===== src/su3_defines.svh =====
// su3_defines.svh: addresses, field positions and counts of the serial unit
// assumes: included by the design module only
`ifndef SU3_DEFINES_SVH
`define SU3_DEFINES_SVH
`define SU3_ADDR_DATA  7'h05
`define SU3_ADDR_FMT   7'h1C
`define SU3_FMT_SL     0
`define SU3_FMT_CL     1
`define SU3_FMT_PS_LO  2
`define SU3_FMT_PS_HI  3
`define SU3_FMT_RST    4'h0
`define SU3_PAR_NONE   2'h0
`define SU3_PAR_ADD    2'h1
`define SU3_PAR_ODD    2'h2
`define SU3_ERR_PE     0
`define SU3_ERR_FE     1
`define SU3_ERR_OVE    2
`define SU3_TICK_LAST  4'hF
`define SU3_TICK_MID   4'h7
`define SU3_LEN7_LAST  4'h6
`define SU3_LEN8_LAST  4'h7
`define SU3_CSI_LAST   4'h7
`endif


===== src/su3_pkg.sv =====
// su3_pkg.sv: state types of the serial unit
// assumes: su3_defines.svh is on the include path
package su3_pkg;
  typedef enum logic [2:0] {
    SU3_TX_IDLE  = 3'b000,
    SU3_TX_START = 3'b001,
    SU3_TX_DATA  = 3'b010,
    SU3_TX_PAR   = 3'b011,
    SU3_TX_STOP  = 3'b100
  } su3_tx_t;
  typedef enum logic [2:0] {
    SU3_RX_IDLE  = 3'b000,
    SU3_RX_START = 3'b001,
    SU3_RX_DATA  = 3'b010,
    SU3_RX_PAR   = 3'b011,
    SU3_RX_STOP  = 3'b100
  } su3_rx_t;
  typedef struct packed {
    logic [3:0] fmt;
    logic [7:0] thr;
    logic [7:0] rxb;
    logic [7:0] dbf;
    logic [2:0] err;
    logic       irq;
    logic       rx_full;
    su3_tx_t    tst;
    logic [7:0] tsh;
    logic [3:0] tbit;
    logic [3:0] ttk;
    logic       tpar;
    logic       txd;
    su3_rx_t    rst;
    logic [7:0] rsh;
    logic [3:0] rbit;
    logic [3:0] rtk;
    logic       rpar;
    logic       csi_busy;
    logic [3:0] ccnt;
    logic       sck_int;
    logic       sck_prev;
    logic       so;
  } su3_state_t;
endpackage : su3_pkg


===== src/su3_serial_unit.sv =====
// su3_serial_unit.sv: UART / 3-wire serial unit with shared data address
// assumes: PUT/GET strobes and the data buffer come from the CPU core, one cycle each;
// BAUD16_TICK_I pulses at 16x the bit rate; pins are synchronous to CLK_I
`timescale 1ns/1ps
`include "su3_defines.svh"

// Behaviour
// - parity 00 none, 01 appended without receive check, 10 odd, 11 even
// - length bit clear gives 7-bit characters, set gives 8-bit
// - in 7-bit mode only holding bits 6..0 are sent
// - in 7-bit mode received bits fill 6..0, bit 7 reads zero
// - holding and receive buffer share address 05; writes hold, reads return buffer
// - PUT copies data buffer to holding; GET copies receive buffer to data buffer
// - writes to holding are ignored while a UART transmission runs
// - two modes, 3-wire and UART, sharing the same data registers
// - receive buffer is overwritten by every new character, read or not
// - stop bit select gives one stop bit when clear, two when set
// - reading the receive buffer clears the error status except a parity or framing bit the receiver sets in that cycle
// - 3-wire shifts out MSB first on falling clock, samples into LSB on rising
// - 3-wire sets the serial interrupt flag on the eighth rising clock edge
module su3_serial_unit
  import su3_pkg::*;
(
  input  wire logic       CLK_I,
  input  wire logic       RST_N_I,
  input  wire logic [6:0] PERIPH_ADDR_I,
  input  wire logic       PUT_I,
  input  wire logic       GET_I,
  input  wire logic [7:0] DBF_I,
  output logic      [7:0] DBF_O,
  input  wire logic       CLOCKED_SERIAL_ENABLE_I,
  input  wire logic       CSI_MASTER_I,
  input  wire logic       UART_TX_ENABLE_I,
  input  wire logic       UART_RX_ENABLE_I,
  input  wire logic       BAUD16_TICK_I,
  input  wire logic       IRQ_CLR_I,
  output logic            SERIAL_IRQ_FLAG_O,
  output logic      [2:0] RX_ERROR_STATUS_O,
  output logic            UART_TX_BUSY_O,
  input  wire logic       SERIAL_IN_PIN_I,
  output logic            SERIAL_OUT_PIN_O,
  output logic            SERIAL_OUT_PIN_OE_O,
  input  wire logic       SERIAL_CLOCK_PIN_I,
  output logic            SERIAL_CLOCK_PIN_O,
  output logic            SERIAL_CLOCK_PIN_OE_O
);

  su3_state_t s;
  su3_state_t next_s;
  logic       csi;
  logic       sck_now;
  logic       sck_rise;
  logic       sck_fall;
  logic       put_data;
  logic       get_data;
  logic [3:0] len_last;
  logic [1:0] ps;

  assign csi      = CLOCKED_SERIAL_ENABLE_I;
  assign ps       = s.fmt[`SU3_FMT_PS_HI:`SU3_FMT_PS_LO];
  assign len_last = s.fmt[`SU3_FMT_CL] ? `SU3_LEN8_LAST : `SU3_LEN7_LAST;
  assign put_data = PUT_I && (PERIPH_ADDR_I == `SU3_ADDR_DATA);
  assign get_data = GET_I && (PERIPH_ADDR_I == `SU3_ADDR_DATA);
  assign sck_now  = CSI_MASTER_I ? s.sck_int : SERIAL_CLOCK_PIN_I;
  assign sck_rise = !s.sck_prev && sck_now;
  assign sck_fall = s.sck_prev && !sck_now;

  ////////////////////////////////////////////////////////////////////////////
  always_comb begin
    next_s = s;
    next_s.sck_prev = sck_now;
    // flag clear first so that any set further down in the same cycle wins
    if (IRQ_CLR_I) begin
      next_s.irq = 1'b0;
    end
    // cpu side: reads first so that hardware sets below win over the clear
    if (GET_I) begin
      if (PERIPH_ADDR_I == `SU3_ADDR_DATA) begin
        next_s.dbf     = s.rxb;
        next_s.err     = 3'h0;
        next_s.rx_full = 1'b0;
      end else if (PERIPH_ADDR_I == `SU3_ADDR_FMT) begin
        next_s.dbf = {4'h0, s.fmt};
      end else begin
        next_s.dbf = 8'h00;
      end
    end
    if (PUT_I && PERIPH_ADDR_I == `SU3_ADDR_FMT) begin
      next_s.fmt = DBF_I[3:0];
    end
    if (put_data) begin
      if (UART_TX_ENABLE_I && !csi) begin
        if (s.tst == SU3_TX_IDLE) begin
          next_s.thr  = DBF_I;
          next_s.tsh  = DBF_I;
          next_s.tst  = SU3_TX_START;
          next_s.ttk  = 4'h0;
          next_s.tpar = (ps == `SU3_PAR_ODD);
        end
      end else begin
        next_s.thr = DBF_I;
        if (csi) begin
          next_s.tsh      = DBF_I;
          next_s.csi_busy = 1'b1;
          next_s.ccnt     = 4'h0;
        end
      end
    end
    // uart transmitter
    if (BAUD16_TICK_I && s.tst != SU3_TX_IDLE) begin
      next_s.ttk = s.ttk + 4'h1;
      if (s.ttk == `SU3_TICK_LAST) begin
        case (s.tst)
          SU3_TX_START: begin
            next_s.tst  = SU3_TX_DATA;
            next_s.tbit = 4'h0;
          end
          SU3_TX_DATA: begin
            next_s.tpar = s.tpar ^ s.tsh[0];
            next_s.tsh  = {1'b0, s.tsh[7:1]};
            next_s.tbit = s.tbit + 4'h1;
            if (s.tbit == len_last) begin
              next_s.tst  = (ps == `SU3_PAR_NONE) ? SU3_TX_STOP : SU3_TX_PAR;
              next_s.tbit = 4'h0;
            end
          end
          SU3_TX_PAR: begin
            next_s.tst  = SU3_TX_STOP;
            next_s.tbit = 4'h0;
          end
          SU3_TX_STOP: begin
            next_s.tbit = s.tbit + 4'h1;
            if (s.tbit[0] == s.fmt[`SU3_FMT_SL]) begin
              next_s.tst = SU3_TX_IDLE;
            end
          end
          default: next_s.tst = SU3_TX_IDLE;
        endcase
      end
    end
    case (next_s.tst)
      SU3_TX_START: next_s.txd = 1'b0;
      SU3_TX_DATA:  next_s.txd = next_s.tsh[0];
      SU3_TX_PAR:   next_s.txd = next_s.tpar;
      default:      next_s.txd = 1'b1;
    endcase
    // uart receiver
    if (!UART_RX_ENABLE_I || csi) begin
      next_s.rst = SU3_RX_IDLE;
    end else if (BAUD16_TICK_I) begin
      next_s.rtk = s.rtk + 4'h1;
      case (s.rst)
        SU3_RX_IDLE: begin
          next_s.rtk = 4'h0;
          if (!SERIAL_IN_PIN_I) begin
            next_s.rst = SU3_RX_START;
          end
        end
        SU3_RX_START: begin
          if (s.rtk == `SU3_TICK_MID) begin
            next_s.rst  = SERIAL_IN_PIN_I ? SU3_RX_IDLE : SU3_RX_DATA;
            next_s.rtk  = 4'h0;
            next_s.rbit = 4'h0;
            next_s.rpar = (ps == `SU3_PAR_ODD);
          end
        end
        SU3_RX_DATA: begin
          if (s.rtk == `SU3_TICK_LAST) begin
            next_s.rsh  = {SERIAL_IN_PIN_I, s.rsh[7:1]};
            next_s.rpar = s.rpar ^ SERIAL_IN_PIN_I;
            next_s.rbit = s.rbit + 4'h1;
            if (s.rbit == len_last) begin
              next_s.rst = (ps == `SU3_PAR_NONE) ? SU3_RX_STOP : SU3_RX_PAR;
            end
          end
        end
        SU3_RX_PAR: begin
          if (s.rtk == `SU3_TICK_LAST) begin
            next_s.rst = SU3_RX_STOP;
            if (ps[1] && (s.rpar ^ SERIAL_IN_PIN_I)) begin
              next_s.err[`SU3_ERR_PE] = 1'b1;
            end
          end
        end
        SU3_RX_STOP: begin
          if (s.rtk == `SU3_TICK_LAST) begin
            next_s.rst = SU3_RX_IDLE;
            next_s.rxb = s.fmt[`SU3_FMT_CL] ? s.rsh : {1'b0, s.rsh[7:1]};
            next_s.rx_full = 1'b1;
            next_s.irq     = 1'b1;
            if (s.rx_full && !get_data) begin
              next_s.err[`SU3_ERR_OVE] = 1'b1;
            end
            if (!SERIAL_IN_PIN_I) begin
              next_s.err[`SU3_ERR_FE] = 1'b1;
            end
          end
        end
        default: next_s.rst = SU3_RX_IDLE;
      endcase
    end
    // 3-wire transfer
    if (!csi) begin
      next_s.csi_busy = 1'b0;
    end
    if (!s.csi_busy || !csi) begin
      next_s.sck_int = 1'b1;
    end else if (CSI_MASTER_I && BAUD16_TICK_I) begin
      next_s.sck_int = !s.sck_int;
    end
    if (csi && s.csi_busy && sck_fall) begin
      next_s.so = s.tsh[7];
    end
    if (csi && s.csi_busy && sck_rise) begin
      next_s.tsh  = {s.tsh[6:0], SERIAL_IN_PIN_I};
      next_s.ccnt = s.ccnt + 4'h1;
      if (s.ccnt == `SU3_CSI_LAST) begin
        next_s.csi_busy = 1'b0;
        next_s.rxb      = {s.tsh[6:0], SERIAL_IN_PIN_I};
        next_s.rx_full  = 1'b1;
        next_s.irq      = 1'b1;
      end
    end
  end

  ////////////////////////////////////////////////////////////////////////////
  always_ff @(posedge CLK_I or negedge RST_N_I) begin
    if (!RST_N_I) begin
      s          <= '0;
      s.fmt      <= `SU3_FMT_RST;
      s.txd      <= 1'b1;
      s.sck_int  <= 1'b1;
      s.sck_prev <= 1'b1;
      s.so       <= 1'b1;
    end else begin
      s <= next_s;
    end
  end

  ////////////////////////////////////////////////////////////////////////////
  assign DBF_O                 = s.dbf;
  assign SERIAL_IRQ_FLAG_O     = s.irq;
  assign RX_ERROR_STATUS_O     = s.err;
  assign UART_TX_BUSY_O        = (s.tst != SU3_TX_IDLE);
  assign SERIAL_OUT_PIN_O      = csi ? s.so : s.txd;
  assign SERIAL_OUT_PIN_OE_O   = csi || UART_TX_ENABLE_I;
  assign SERIAL_CLOCK_PIN_O    = s.sck_int;
  assign SERIAL_CLOCK_PIN_OE_O = csi && CSI_MASTER_I;
endmodule : su3_serial_unit


===== config.mk =====
export PLATFORM = sky130hd
export DESIGN_NAME = su3_serial_unit
export DESIGN_NICKNAME = d
export VERILOG_FILES = /design/src/su3_pkg.sv /design/src/su3_serial_unit.sv
export VERILOG_INCLUDE_DIRS = /design/src
export SDC_FILE = /design/constraint.sdc
export NUM_CORES = 1
export LEC_CHECK = 0
export BUFFER_PORTS_ARGS = -buffer_cell sky130_fd_sc_hd__buf_2
export CORE_MARGIN = 2
export CORE_UTILIZATION = 63
export CTS_CLUSTER_SIZE = 10
export DETAILED_ROUTE_END_ITERATION = 16
export PLACE_DENSITY = 0.85
export SYNTH_ARGS = -nofsm -noshare
export SYNTH_HDL_FRONTEND = slang
export SYNTH_SLANG_ARGS = --single-unit

===== constraint.sdc =====
create_clock -name CLK_I -period 2.75 [get_ports CLK_I]
set_input_delay 0.55 -clock CLK_I [delete_from_list [all_inputs] [get_ports CLK_I]]
set_output_delay 0.55 -clock CLK_I [all_outputs]
set_load 0.1 [all_outputs]

* After elaboration in Yosys (flattened, before gate mapping)
Index checks and enable logic that the tools add are counted.
** Storage, ports and cells
- Register bits after elaboration :: 74
- Latch bits :: 0
- Memory bits (writable) :: 0
- Bits in read-only memories :: 0
- Bits of input ports :: 27
- Output and inout bits :: 17
- Logic and storage cells :: 180
- Memories kept :: 0
** Cells by class
- Add/subtract/negate cells :: 5
- $mul :: 0
- Div/mod/pow operators :: 0
- $lt $le $gt $ge :: 0
- Equality and inequality tests :: 30
- Shift-type cells :: 0
- Mux-type cells :: 75
- Bitwise logic cells :: 3
- Reductions and logical operators :: 45
** Operators with widths (count)
- $mux 8 :: 13
- $mux 5 :: 9
- $mux 20 :: 2
- $mux 3 :: 12
- $mux 15 :: 2
- $mux 11 :: 2
- $add 4x1->4 const B :: 5
- $eq 3x2->1 const B :: 6
- $mux 1 :: 18
- $ne 3x3->1 const B :: 6
- $pmux 4 s2 :: 2
- $reduce_bool 2->1 :: 8
- $pmux 3 s5 :: 1
- $logic_and 1x1->1 :: 14
- $mux 2 :: 7
- $pmux 3 s4 :: 1
- $pmux 4 s3 :: 1
- $eq 3x1->1 const B :: 3
- $mux 9 :: 1
- $reduce_and 3->1 :: 3
- $eq 4x3->1 :: 2
- $eq 4x3->1 const B :: 2
- $eq 4x4->1 const B :: 2
- $mux 4 :: 2
- 21 further kinds :: 34

* Depth between registers and ports, before layout
Gate-level depths: netlist (run 1).
- Depth after elaboration :: 11
- Depth in mapped cells :: 8

* Least setup slack after synthesis (run 1)
Ideal clock, no wire load.
- Path type :: reg2reg
- From :: reg s[46] (netlist bit)
- To :: reg s[33] (netlist bit)
- Arrival time :: 2.201 ns
- Required time :: 2.622 ns
- Slack :: 0.421 ns
- Stages on the path, launching flop included :: 7
- Cells stage by stage :: dfrtp_1 > or3_1 > clkbuf_1 > nand2_1 > and2_1 > o21ai_0 > o31ai_1
** On the way
- Longest elaborated chain between the ends :: 4
- Elaborated cells between the ends (all ways) :: 8
** Ends and longest elaborated chain
- from (decl) :: line su3_serial_unit.sv:48 : su3_state_t s;
- from (signal assigned) :: line su3_serial_unit.sv:236 : s <= next_s;
- $reduce_bool 3->1 *
- net UART_TX_BUSY_O :: line su3_serial_unit.sv:39 : output logic UART_TX_BUSY_O,
- $logic_and 1x1->1 * :: line su3_serial_unit.sv:110 : if (BAUD16_TICK_I && s.tst != SU3_TX_IDLE) begin
- $reduce_bool 2->1 (no line)
- $reduce_and 3->1 (no line)
Mark *: on every way through the listed nets, which the timed path passes. The rest lies on a longest branch.
A chain may end at the register's enable or synchronous reset.

* Worst setup path in the final report (run 1)
- From :: reg s[48] (netlist bit)
- To :: out UART_TX_BUSY_O
** On the way
- Longest elaborated chain between the ends :: 1
** Ends and longest elaborated chain
- $reduce_bool 3->1 :: line su3_serial_unit.sv:244 : assign UART_TX_BUSY_O = (s.tst != SU3_TX_IDLE);
- to (decl) :: line su3_serial_unit.sv:39
Every way passes these cells.

==> flow_summary.toml, run 1 <==
[sta]
tightestPinTransition_ps = 622
fin_crit_sh_pct = 81.0
slew_headroom_pct = 58.3
worst_hold_slack_ps = 134
slew_violations = 0
setup_violations = 0
final.setup.tns_ps = 0
finalClockSkew_ps = 10.1
rsz0062_at_grt = "false"
max_freq_ghz = 0.449
min_period_ps = 2230
hold_viol = 0

[die]
ios = 44
dieWidth_um = 84.1
die_h_um = 84.1
core_mm2 = 0.00628
die_area_mm2 = 0.00708
rows = 29
initial_core_util_pct = 64.4

[setup_path]
worstPathMaxFanout = 9
max_stage_delay_ps = 500
r2r_setup_slack_ps = 800
cp_data_required_time_ps = 2200
crit_chain = "or3_1, buf_2"
end_kind = "primary output"
critical_path_class = "flop to primary output"
rr_worst_depth = 7
critPathSlowestCell = "or3_1"
r2r-start = "s[30]$_DFFE_PN0P_"
start_kind = "flop"
crit_arrival_ps = 1680
timing.rr.end = "s[28]$_DFF_PN1_"
path_delay_family = "simple AND/OR/NAND/NOR gates"
path_buf_inv = 1

[run_status]
outcome = "finished, final reports clean"

[finish]
seqCellArea_mm2 = 0.00186
layout_common_cells = "dfrtp_1, buf_2, nand2_1"
drive_gt1_share_pct = 22.8
stdcell_area_mm2 = 0.00446
syn2layout_area_growth_pct = 10.3
nets = 475
final_common_cell = "dfrtp_1"
diodes = 0
instances_no_fill = 525
fillers = 475
multi_input_area_mm2 = 0.00193

[power]
finalPower_mw = 2.59
leakage_nw = 2.12
peakVddDrop_mv = 0.413
power_frac_comb_pct = 13.4
clkPwrFrac_pct = 38.0
swShare_pct = 28.4
p_per_area_mw_per_mm2 = 581
p_int_mw = 1.86
seqPwrFrac_pct = 48.5
p_switching_uw = 737

[cts]
clock-sinks = 74
ctsResizeCount = 0
path_clk_slew_ps = 80
insertion_delay_ps = 360
ctsLongestPathBuffers = 2
cts-root-buf = "clkbuf_8"
cts_setup_buffers = 0
ctsHoldBuffers = 0
cts_buffers = 9
tritoncts = "yes"
h-tree-depth = 3

[global_route]
grt_pass1_vias = 3117
antenna_found_initial = 0
grt-ovfl-total = 0
grt_pass1_wl_um = 14600
grt_max_degree = 33
track_usage_pct = 26.0

[route]
wl_per_cell_um = 16.1
routed_via_density = 6.00
postRouteAntennaNets = 0
dr.pass1.iters = 4
drc = 0
drt-total-wl_um = 8470
num_vias = 3148
drtIter0Drc = 214

[placed_design]
gp_congestion = 0.902
dpl.hpwl_um = 6050
port_buffers = 43
place_area_mm2 = 0.00423
dp.cells = 509

[yosys]
synth_edf_count = 0
synthCells = 413
ys_warn_count = 0
synth_cell_types = 56
syn-mean-instance-area_um2 = 9.79
synthArstFlopShare_pct = 100
synth_area_mm2 = 0.00404
syn_nets = 445
ys_seq_area_share_pct = 45.9
ys.flop_type = "dfrtp_1"
ys_ff_latch = 74

[worst_hold_path]
worstHoldPathType = "input port to asynchronous set/reset pin"

[flow_run]
drv_cap = 0
logic make-up after synthesis:
group	share of synthesized area (%)
AND/OR/NAND/NOR	18.1
AO/OA/AOI/OAI	16.5
flip-flops	45.9
buffers and inverters	6.31
multiplexers	9.93
XOR/XNOR	1.73
adder cells (fa/ha/maj)	1.55
registers in the layout, summed over array words and instances (netlist names):
name	count
SERIAL_CLOCK_PIN_O	1
ps	2
RX_ERROR_STATUS_O	3
SERIAL_IRQ_FLAG_O	1
DBF_O	8
s	59
synthesized netlist by cell type (all sizes together) (2+ instances only):
| library cell | count | area share, % |
|---|---|---|
| o21ai | 38 | 4.7 |
| a41oi | 2 | 0.43 |
| a21oi | 18 | 2.2 |
| nor2b | 3 | 0.46 |
| buf | 21 | 3.4 |
| nand2 | 40 | 3.7 |
| dfrtp | 70 | 43 |
| nor2 | 28 | 2.7 |
| nand3b | 3 | 0.56 |
| clkbuf | 9 | 0.84 |
| o211ai | 3 | 0.56 |
| mux2i | 16 | 4.3 |
| or2 | 2 | 0.31 |
| nand4 | 5 | 0.77 |
| a22oi | 6 | 1.1 |
| o31ai | 3 | 0.56 |
| nor3b | 3 | 0.80 |
| a211oi | 8 | 1.5 |
| o22ai | 4 | 0.62 |
| dfstp | 4 | 2.6 |
| and3 | 7 | 1.2 |
| and2 | 5 | 0.77 |
| and3b | 3 | 0.65 |
| xor2 | 2 | 0.43 |
| a22o | 3 | 0.65 |
| xnor2 | 6 | 1.3 |
| ha | 5 | 1.5 |
| inv | 22 | 2.0 |
| nor3 | 9 | 1.2 |
| a21o | 8 | 1.5 |
| o211a | 2 | 0.50 |
| nand3 | 13 | 1.6 |
| nand2b | 6 | 0.93 |
| o41ai | 2 | 0.43 |
| mux2 | 20 | 5.7 |
| nor4b | 4 | 1.6 |
power groups by stage:
| stage | registers (mW) | logic [mW] | clock network [mW] |
|---|---|---|---|
| global route | 1.27 | 0.386 | 1.04 |
| global placement | 1.27 | 0.335 | 0 |
| detailed placement | 1.27 | 0.349 | 0 |
| finish | 1.26 | 0.349 | 0.986 |
| floorplan | 1.23 | 0.287 | 0 |
| CTS | 1.26 | 0.350 | 0.992 |
area by class of cell:
class                      instances  share of cell area [%]
clock buffer                      11                    3.39
clock inverter                     5                    1.85
inverter                          22                    1.85
multi-input combinational        287                    43.3
sequential                        74                    41.6
tap                               77                    2.16
timing repair buffer              49                    5.83
per-layer routing:
| metal | routed length (um) | GRT usage, % | vias up |
|---|---|---|---|
| met2 | 4070 | 41.6 | 97 |
| li1 | - | - | 1523 |
| met3 | 455 | 3.96 | 15 |
| met4 | 218 | 13.5 | 0 |
| met1 | 3720 | 34.6 | 1513 |
| met5 | 0 | 0 | - |
worst max-delay path by stage:
stage	from	to	slack [ps]	depth (start not counted)
after floorplan	s[46]$_DFF_PN0_	s[33]$_DFFE_PN0P_	420	6
after global placement	PERIPH_ADDR_I[1]	s[38]$_DFF_PN0_	580	6
after detailed placement	PERIPH_ADDR_I[1]	s[38]$_DFF_PN0_	510	6
after CTS	s[48]$_DFF_PN0_	UART_TX_BUSY_O	520	2
after global routing	s[47]$_DFF_PN0_	UART_TX_BUSY_O	490	2
final	s[48]$_DFF_PN0_	UART_TX_BUSY_O	520	2
stage by stage:
step / setup slack (ps) / util, %
2_1_floorplan: 421 / -
3_3_place_gp: 576 / 67.4
3_5_place_dp: 508 / 67.4
5_1_grt: 489 / 71.1
4_1_cts: 521 / 71.1
6_report: 522 / 71.1
Note: power is estimated with default switching activity, not from simulation.
==> run 2: changes to the inputs <==
- CORE_UTILIZATION: 63 -> 53
- PLACE_DENSITY: 0.85 -> 0.76
- clock period: 2.75 -> 2 ns (I/O delays scaled with it)
==> flow_summary.toml, run 2 (synthesis gave the netlist of run 1 again) <==
[run_status]
outcome = "finished, final reports clean"

[die]
rows = 31
initial_core_util_pct = 55.2
ios = 44
die_h_um = 91.4
dieWidth_um = 91.4
core_mm2 = 0.00733
die_area_mm2 = 0.00834

[finish]
largest_register_ffs = 59
syn2layout_area_growth_pct = 13.7
nets = 484
layout_common_cells = "dfrtp_1, buf_2, nand2_1"
drive_gt1_share_pct = 25.6
fin_util_pct = 62.7
final_common_cell = "dfrtp_1"
regMostFlops = "s"
diodes = 0

[sta]
fin_crit_sh_pct = 96.4
tightestPinTransition_ps = 593
slew_violations = 0
max_freq_ghz = 0.519
finalClockSkew_ps = 11.3
setup_slack_ps = 72.4
min_period_ps = 1930
worst_hold_slack_ps = 52.3
rsz0062_at_grt = "false"
setup_violations = 0
final.setup.tns_ps = 0
hold_viol = 0
slew_headroom_pct = 60.3

[setup_path]
start_kind = "flop"
cp_data_required_time_ps = 1600
r2r_setup_slack_ps = 120
worstPathMaxFanout = 9
critPathSlowestCell = "dfrtp_2"
critical_path_class = "flop to primary output"
crit_arrival_ps = 1530
crit_chain = "or3_4, buf_4"
r2r-start = "s[30]$_DFFE_PN0P_"
end_kind = "primary output"
rr_worst_depth = 7
timing.rr.end = "s[28]$_DFF_PN1_"
startpoint = "s[48]$_DFF_PN0_"
max_stage_delay_ps = 480

[global_route]
track_usage_pct = 22.2
grt-ovfl-total = 0
grt_pass1_vias = 3048
grt_max_degree = 75
grt_pass1_wl_um = 14500
antenna_found_initial = 0

[cts]
ctsLongestPathBuffers = 2
cts_buffers = 9
path_clk_slew_ps = 80
tritoncts = "yes"
cts-root-buf = "clkbuf_8"
insertion_delay_ps = 350
ctsHoldBuffers = 0
clock-sinks = 74
h-tree-depth = 3

[power]
p_per_area_mw_per_mm2 = 765
leakage_nw = 2.17
peakVddDrop_mv = 0.444

[route]
num_vias = 3215
drt-total-wl_um = 8780
wl_per_cell_um = 15.8
drtIter0Drc = 160
postRouteAntennaNets = 0
routed_via_density = 5.78
drc = 0
dr.pass1.iters = 4

[placed_design]
dp_slack_ps = -41.8
dpl.hpwl_um = 6320
gp_congestion = 0.836
port_buffers = 43

[flow_run]
drv_cap = 0

[worst_hold_path]
worstHoldPathType = "input port to asynchronous set/reset pin"
## run 2: cell count changes in the layout (fill, tap and decap cells not counted), moves of 2 or more
cell | before | now
nand3_2 | 0 | 2
clkbuf_8 | 11 | 9
clkinv_2 | 1 | 3
buf_2 | 43 | 41
nand3_1 | 13 | 11
buf_12 | 0 | 2
buf_4 | 6 | 15
## run 2: per-layer routing
layer	global-route usage (%)	vias up	share of wire, %	wire [um]
met5	0	-	0	0
met4	6.31	0	1.7	150
met3	6.64	15	5.4	477
met2	35.1	92	47	4120
met1	29.8	1565	46	4030
li1	-	1543	-	-
## run 2: area by class of cell
| type | count | area, um^2 |
|---|---|---|
| clock buffer | 9 | 124 |
| clock inverter | 7 | 91.3 |
| fill | 628 | 2730 |
| inverter | 22 | 82.6 |
| multi-input combinational | 287 | 1960 |
| sequential | 74 | 1860 |
| tap | 99 | 124 |
| timing repair buffer | 58 | 358 |
## run 2: through the flow
stage               total power [mW]  instances  instance area, um^2
detailed placement              2.25        540                 4350
CTS                             3.52        556                 4580
global placement                2.23        540                 4350
global route                    3.66        556                 4600
finish                          3.52        556                 4600
floorplan                       2.09        413                 4050
## run 2: timing repair
| item | 4_1_cts | 5_1_grt |
|---|---|---|
| setup endpoints to repair | 1 | 6 |
| gates resized for setup | 2 | 6 |
| pin swaps | 0 | 2 |
| setup buffers | 0 | 0 |
| hold endpoints to repair | 0 | 0 |
## run 2: worst max-delay path by stage
stage	to	slack (ps)
6_report	UART_TX_BUSY_O	70
3_3_place_gp	s[28]$_DFF_PN1_	90
5_1_grt	UART_TX_BUSY_O	9
3_5_place_dp	s[28]$_DFF_PN1_	-40
4_1_cts	s[28]$_DFF_PN1_	20
2_1_floorplan	s[68]$_DFF_PN0_	50
## run 2: critical path, delay by kind of cell (launching register included)
| family | cells | cell delay, ps |
|---|---|---|
| buffers and inverters | 1 | 250 |
| AND/OR/NAND/NOR | 1 | 450 |
| flip-flops | 1 | 480 |
## run 2: where the power goes
| part | internal, mW | switching [mW] | leakage [nW] | total (mW) |
|---|---|---|---|---|
| Combinational | 0.190 | 0.329 | 1.08 | 0.518 |
| Clock | 0.700 | 0.583 | 0.109 | 1.28 |
| Sequential | 1.60 | 0.113 | 0.974 | 1.71 |
| Total | 2.49 | 1.03 | 2.17 | 3.52 |
